===== src/core/usb_state_pkg.sv =====
// What this block does
// - One register lets software read and write the USB device state.
// - Bit 0 of the state register reads 1 in address state and 0 otherwise.
// - Writing 0 to bit 0 does nothing; only a reset leaves address state.
// - Writing 1 to bit 0 puts the device in address state.
// - Bit 1 of the state register reads 1 in configured state and 0 otherwise.
// - Writing 0 to bit 1 leaves configured state and writing 1 enters it.
// - The function address register holds 7 address bits, reset to zero.
package usb_state_pkg;

  // Bus geometry
  localparam int ADDR_W = 8;
  localparam int DATA_W = 32;
  localparam int BE_W = 4;

  // Byte offsets of the registers
  localparam logic [7:0] OFS_DEVICE_STATE = 8'h04;
  localparam logic [7:0] OFS_FUNCTION_ADDRESS = 8'h08;

  // Field positions in the device state register
  localparam int BIT_ADDRESS_STATE = 0;
  localparam int BIT_CONFIGURED = 1;

  // Field positions in the function address register
  localparam int FADDR_LSB = 0;
  localparam int FADDR_W = 7;
  localparam int BIT_FUNCTION_ENABLE = 8;

  // Byte lanes that carry the fields
  localparam int LANE_FLAGS = 0;
  localparam int LANE_ENABLE = 1;

  // Reset values
  localparam logic ADDRESS_STATE_RESET = 1'b0;
  localparam logic CONFIGURED_RESET = 1'b0;
  localparam logic [6:0] FADDR_RESET = 7'h00;
  localparam logic FUNCTION_ENABLE_RESET = 1'b1;
  localparam logic [31:0] READ_ZERO = 32'h0000_0000;

  // Bus slave phases
  typedef enum logic {
    BUS_IDLE,
    BUS_ANSWER
  } bus_state_t;

endpackage : usb_state_pkg


===== src/core/reg_access_if.sv =====
`timescale 1ns/1ps
// Register access strobes between the bus slave and the register file
interface reg_access_if;
  logic wr_stb;
  logic rd_stb;
  logic [usb_state_pkg::ADDR_W-1:0] addr;
  logic [usb_state_pkg::DATA_W-1:0] wdata;
  logic [usb_state_pkg::BE_W-1:0] be;
  logic [usb_state_pkg::DATA_W-1:0] rdata;

  modport bus_side (
    output wr_stb,
    output rd_stb,
    output addr,
    output wdata,
    output be,
    input rdata
  );

  modport reg_side (
    input wr_stb,
    input rd_stb,
    input addr,
    input wdata,
    input be,
    output rdata
  );
endinterface : reg_access_if


===== src/core/avalon_slave_port.sv =====
`timescale 1ns/1ps
module avalon_slave_port (
  // Clock and reset
  input wire logic sys_clk,
  input wire logic rst_n,
  // Avalon-MM slave
  input wire logic [usb_state_pkg::ADDR_W-1:0] avs_address,
  input wire logic avs_read,
  input wire logic avs_write,
  input wire logic [usb_state_pkg::DATA_W-1:0] avs_writedata,
  input wire logic [usb_state_pkg::BE_W-1:0] avs_byteenable,
  output logic [usb_state_pkg::DATA_W-1:0] avs_readdata,
  output logic avs_waitrequest,
  // Register side
  reg_access_if.bus_side regs
);

  usb_state_pkg::bus_state_t state_r;
  usb_state_pkg::bus_state_t state_nxt;
  logic [usb_state_pkg::DATA_W-1:0] readdata_r;
  wire req = avs_read | avs_write;
  wire answering = (state_r == usb_state_pkg::BUS_ANSWER);

  // One wait state gives the register mux a full cycle before data stands
  assign avs_waitrequest = req & ~answering;
  assign regs.rd_stb = avs_read & ~answering;
  assign regs.wr_stb = avs_write & answering;
  assign regs.addr = avs_address;
  assign regs.wdata = avs_writedata;
  assign regs.be = avs_byteenable;
  assign avs_readdata = readdata_r;

  // Phase sequencing
  always_comb begin
    case (state_r)
      usb_state_pkg::BUS_IDLE: begin
        state_nxt = req ? usb_state_pkg::BUS_ANSWER : usb_state_pkg::BUS_IDLE;
      end
      usb_state_pkg::BUS_ANSWER: begin
        state_nxt = usb_state_pkg::BUS_IDLE;
      end
      default: begin
        state_nxt = usb_state_pkg::BUS_IDLE;
      end
    endcase
  end

  // Phase register and read data capture
  always_ff @(posedge sys_clk or negedge rst_n) begin
    if (!rst_n) begin
      state_r <= usb_state_pkg::BUS_IDLE;
      readdata_r <= usb_state_pkg::READ_ZERO;
    end else begin
      state_r <= state_nxt;
      if (regs.rd_stb) begin
        readdata_r <= regs.rdata;
      end
    end
  end

endmodule : avalon_slave_port


===== src/core/usb_device_state_tracker.sv =====
// The implementer's own choices: the address map and the Avalon-MM slave port.
`timescale 1ns/1ps
module usb_device_state_tracker (
  // Clock and reset
  input wire logic sys_clk,
  input wire logic rst_n,
  // Avalon-MM slave
  input wire logic [usb_state_pkg::ADDR_W-1:0] avs_address,
  input wire logic avs_read,
  input wire logic avs_write,
  input wire logic [usb_state_pkg::DATA_W-1:0] avs_writedata,
  input wire logic [usb_state_pkg::BE_W-1:0] avs_byteenable,
  output logic [usb_state_pkg::DATA_W-1:0] avs_readdata,
  output logic avs_waitrequest,
  // Bus reset seen on the USB link
  input wire logic usb_bus_reset,
  // Device state towards the link logic
  output logic address_state,
  output logic configured_state,
  output logic [usb_state_pkg::FADDR_W-1:0] function_address_value,
  output logic function_enable
);

  reg_access_if regs ();

  logic address_state_flag_r;
  logic address_state_flag_nxt;
  logic configured_flag_r;
  logic configured_flag_nxt;
  logic [usb_state_pkg::FADDR_W-1:0] function_address_r;
  logic [usb_state_pkg::FADDR_W-1:0] function_address_nxt;
  logic function_enable_r;
  logic function_enable_nxt;

  // Bus slave turns Avalon cycles into single-cycle strobes
  avalon_slave_port u_bus (
    .sys_clk(sys_clk),
    .rst_n(rst_n),
    .avs_address(avs_address),
    .avs_read(avs_read),
    .avs_write(avs_write),
    .avs_writedata(avs_writedata),
    .avs_byteenable(avs_byteenable),
    .avs_readdata(avs_readdata),
    .avs_waitrequest(avs_waitrequest),
    .regs(regs)
  );

  // Address decode; unmapped offsets read zero and ignore writes
  wire hit_state = (regs.addr == usb_state_pkg::OFS_DEVICE_STATE);
  wire hit_faddr = (regs.addr == usb_state_pkg::OFS_FUNCTION_ADDRESS);
  wire lane_flags = regs.be[usb_state_pkg::LANE_FLAGS];
  wire lane_enable = regs.be[usb_state_pkg::LANE_ENABLE];
  wire wr_state = regs.wr_stb & hit_state & lane_flags;
  wire wr_faddr = regs.wr_stb & hit_faddr & lane_flags;
  wire wr_fen = regs.wr_stb & hit_faddr & lane_enable;
  wire set_address = regs.wdata[usb_state_pkg::BIT_ADDRESS_STATE];
  wire set_configured = regs.wdata[usb_state_pkg::BIT_CONFIGURED];

  // Address flag is set-only from software; a bus reset wins over a write
  assign address_state_flag_nxt = usb_bus_reset
    ? usb_state_pkg::ADDRESS_STATE_RESET
    : (wr_state & set_address) ? 1'b1
    : address_state_flag_r;

  // Configured flag follows the written value in both directions
  assign configured_flag_nxt = usb_bus_reset ? usb_state_pkg::CONFIGURED_RESET
    : wr_state ? set_configured
    : configured_flag_r;

  // Function address clears on bus reset, like the state flags
  assign function_address_nxt = usb_bus_reset ? usb_state_pkg::FADDR_RESET
    : wr_faddr ? regs.wdata[usb_state_pkg::FADDR_LSB +: usb_state_pkg::FADDR_W]
    : function_address_r;

  // Enable survives bus reset: firmware owns it, and it keeps its value across the host reset
  assign function_enable_nxt = wr_fen
    ? regs.wdata[usb_state_pkg::BIT_FUNCTION_ENABLE] : function_enable_r;

  // Read mux; unused bits are zero
  logic [usb_state_pkg::DATA_W-1:0] state_word;
  logic [usb_state_pkg::DATA_W-1:0] faddr_word;
  always_comb begin
    state_word = usb_state_pkg::READ_ZERO;
    state_word[usb_state_pkg::BIT_ADDRESS_STATE] = address_state_flag_r;
    state_word[usb_state_pkg::BIT_CONFIGURED] = configured_flag_r;
    faddr_word = usb_state_pkg::READ_ZERO;
    faddr_word[usb_state_pkg::FADDR_LSB +: usb_state_pkg::FADDR_W] =
      function_address_r;
    faddr_word[usb_state_pkg::BIT_FUNCTION_ENABLE] = function_enable_r;
  end
  assign regs.rdata = hit_state ? state_word
    : hit_faddr ? faddr_word : usb_state_pkg::READ_ZERO;

  // State registers; system reset leaves the device in default state
  always_ff @(posedge sys_clk or negedge rst_n) begin
    if (!rst_n) begin
      address_state_flag_r <= usb_state_pkg::ADDRESS_STATE_RESET;
      configured_flag_r <= usb_state_pkg::CONFIGURED_RESET;
      function_address_r <= usb_state_pkg::FADDR_RESET;
      function_enable_r <= usb_state_pkg::FUNCTION_ENABLE_RESET;
    end else begin
      address_state_flag_r <= address_state_flag_nxt;
      configured_flag_r <= configured_flag_nxt;
      function_address_r <= function_address_nxt;
      function_enable_r <= function_enable_nxt;
    end
  end

  // Outputs to the link side straight from flops
  assign address_state = address_state_flag_r;
  assign configured_state = configured_flag_r;
  assign function_address_value = function_address_r;
  assign function_enable = function_enable_r;
endmodule : usb_device_state_tracker


===== config.mk =====
export PLATFORM = sky130hd
export DESIGN_NAME = usb_device_state_tracker
export DESIGN_NICKNAME = d
export VERILOG_FILES = /design/src/core/usb_state_pkg.sv /design/src/core/reg_access_if.sv /design/src/core/avalon_slave_port.sv /design/src/core/usb_device_state_tracker.sv
export SDC_FILE = /design/constraint.sdc
export NUM_CORES = 1
export LEC_CHECK = 0
export ABC_CLOCK_PERIOD_IN_PS = 1300
export BUFFER_PORTS_ARGS = -buffer_cell sky130_fd_sc_hd__buf_4
export CORE_MARGIN = 1
export CORE_UTILIZATION = 38
export CTS_CLUSTER_DIAMETER = 150
export CTS_CLUSTER_SIZE = 24
export DETAILED_ROUTE_END_ITERATION = 16
export PLACE_DENSITY = 0.79
export SYNTH_ARGS = -nofsm -noshare
export SYNTH_HDL_FRONTEND = slang
export SYNTH_SLANG_ARGS = --single-unit

===== constraint.sdc =====
create_clock -name sys_clk -period 1.3 [get_ports sys_clk]
set_input_delay 0.13 -clock sys_clk [delete_from_list [all_inputs] [get_ports sys_clk]]
set_output_delay 0.13 -clock sys_clk [all_outputs]
set_load 0.03 [all_outputs]

==> reports/metrics.csv <==
stage,metric,value,unit
power_and_ir_drop,Int Pwr,0.791,mW
logic_synthesis,Post-Synthesis Cells,119,
critical_path,Worst setup SP type,flop,
clocking,clock root cell,clkbuf_4,
drt,DRT antenna net count,0,
logic_synthesis,"EDFF count, synth",0,
drt,DRC viols,0,
critical_path,element type at the critical path end,primary output,
power_and_ir_drop,total chip power,1.15,mW
drt,DR pass1 iterations,4,
sta,Max Clock Skew,3.93,ps
logic_synthesis,YS warnings,0,
layout,Area Growth Syn to Fin,32.7,%
sta,Tmin final,1210,ps
layout,Final Non-Filler Cells,200,
drt,DR iter-0 viols,35,
drt,via count,1006,
logic_synthesis,synthesized area per cell,9.20,um2
clocking,Setup Buffers After CTS,0,
power_and_ir_drop,Comb pwr share,22.2,%
logic_synthesis,"top cells by count, synth","buf_4, dfrtp_1, nand2_1, nand4_1",
power_and_ir_drop,Max IR drop VDD,0.466,mV
placed_design,DP HPWL,1.98,mm
sta,Final period util,93.4,%
critical_path,maximum fanout along the worst path,6,
logic_synthesis,"Top FF cell, synth",dfrtp_1,
logic_synthesis,Unique masters post-synth,26,
floorplanning,die height,55.7,um
layout,"Net count, final",219,
grt,antenna violations before repair,0,
layout,layout cell share with drive strength beyond 1,37.3,%
grt,GR Overflow Total,0,
clocking,"Clk pin slew, worst setup/hold paths",100,ps
clocking,Max clock buf depth,2,
sta,Max Freq,824,MHz
clocking,# clock sinks,19,
sta,setup TNS,0,ps
sta,Final WS setup,86.2,ps
floorplanning,Starting Density,40.0,%
clocking,clock latency at the later pin of the worst-skew pair,290,ps
power_and_ir_drop,sequential share of power,52.3,%
critical_path,worst-path cell chain,"nor2_1, buf_4",
critical_path,WP data arrival,1080,ps
placed_design,Worst Setup Slack post-DPL,-177,ps
grt,largest net degree at the start of global routing,20,
critical_path,CP max stage delay,440,ps
floorplanning,Die ar.,3100,um2
sta,final hold vios,0,
logic_synthesis,register bit total from synthesis,19,
logic_synthesis,post-synth top area cell,dfrtp_1,
flow_run,maxcap violations,0,
sta,RSZ-0062 raised after global routing,no,
layout,final core utilization,53.1,%
power_and_ir_drop,Clk pwr share,25.5,%
grt,first-pass GRT wire length,4.17,mm
placed_design,Placed Cells,195,
grt,GRT Resource Usage Total,17.0,%
placed_design,port bufs,41,
drt,vias per inst,5.03,
outcome,status,"complete, no violations",
drt,routed wire length,2.54,mm
sta,final hold slack,47.8,ps
power_and_ir_drop,Pwr Density,791,nW/um2
placed_design,gpl congestion,0.836,
logic_synthesis,area of the mapped netlist,1090,um2
layout,design area,1450,um2
placed_design,Placed Area,1420,um2
power_and_ir_drop,Leak,0.717,nW
drt,wire length per cell,12.7,um
power_and_ir_drop,Psw,0.358,mW
logic_synthesis,post-synthesis sequential area ratio,43.5,%
clocking,clock tree from TritonCTS,yes,
logic_synthesis,top-count cell post-synth,buf_4,
floorplanning,I/O pins,92,
critical_path,WP data required,1170,ps
critical_path,Worst Setup Path Type,flop to primary output,
sta,final setup fails,0,
floorplanning,num rows,19,
logic_synthesis,asr flop ratio synth,100,%
power_and_ir_drop,switching share of power,31.2,%
min_path,Hold WC Path Type,primary input to flop,
critical_path,highest-delay cell along the critical path,dfrtp_1,
grt,number of global-route vias before repair,969,
sta,Max Slew Vio Count,0,
clocking,Inserted Clock Buffers,3,
logic_synthesis,synth top area cells,"dfrtp_1, buf_4, nand4_1",
floorplanning,Die X,55.7,um
clocking,CTS H-tree depth,1,
logic_synthesis,post-synth top area share,41.1,%
floorplanning,core area,2730,um2
layout,# diodes,0,
## registers in the layout (all words and copies together) (netlist names)
register	flops
u_bus.answering	1
configured_state	1
function_address_value	7
u_bus.avs_readdata	8
function_enable	1
address_state	1
## final timing paths
| path | from | endpoint | slack [ps] | cells after the start |
|---|---|---|---|---|
| hold / removal | avs_writedata[8] | function_enable | 50 | 2 |
| setup reg to reg | u_bus.answering | configured_state | 120 | 3 |
| max in group asynchronous | rst_n | function_enable | 810 | 2 |
| min in group asynchronous | rst_n | function_address_value[2] | 230 | 2 |
| hold reg to reg | u_bus.avs_readdata[5] | u_bus.avs_readdata[5] | 490 | 2 |
| setup / recovery | u_bus.answering | avs_waitrequest | 90 | 2 |
## cell type report
type	instances	area [um2]
fillers	251	1280
well taps	31	38.8
clock buffers	3	22.5
clock inverters	1	5.00
multi-input cells	92	502
repair buffers	54	408
flip-flops and latches	19	477
## repair_timing
| item | 4_1_cts | 5_1_grt |
|---|---|---|
| hold endpoints to repair | 19 | 0 |
| hold buffers | 1 | 0 |
| gates resized for setup | 0 | 0 |
## layer usage
metal / wire (um) / up-vias / track usage [%]
met3: 161 / 4 / 2.09
met1: 990 / 472 / 19.2
met5: 0 / - / 0
li1: - / 478 / -
met4: 30 / 0 / 7.14
met2: 1360 / 52 / 31.8
## logic make-up after synthesis
| family | Yosys count | synth area share (%) |
|---|---|---|
| buf+inv | 31 | 19.2 |
| compound gates | 21 | 11.5 |
| mux | 2 | 1.94 |
| other cells | 1 | 0.343 |
| simple gates | 45 | 23.4 |
| flops | 19 | 43.5 |
## cells in the final DEF, fill, tap and decap left out, types with 5 or more instances in the layout
cell,netlist,final
buf_4,24,53
conb_1,1,24
dfrtp_1,18,18
nand2_1,15,15
nand4_1,11,11
o31ai_1,7,7
a21oi_1,7,7
o21ai_0,6,6
nand3_1,5,5
## critical path, delay by kind of cell, from the launching register on
kind | cells | cell delay (ps)
buffers and inverters | 1 | 180
and+or+nand+nor | 1 | 170
DFF | 1 | 440
## power groups by stage
stage / combinational (mW) / sequential [mW] / clock [mW]
after global routing: 0.273 / 0.601 / 0.332
after global placement: 0.248 / 0.611 / 0
after floorplan: 0.203 / 0.612 / 0
after CTS: 0.255 / 0.600 / 0.303
final: 0.255 / 0.601 / 0.294
after detailed placement: 0.252 / 0.612 / 0
(Power assumes the default switching activity.)
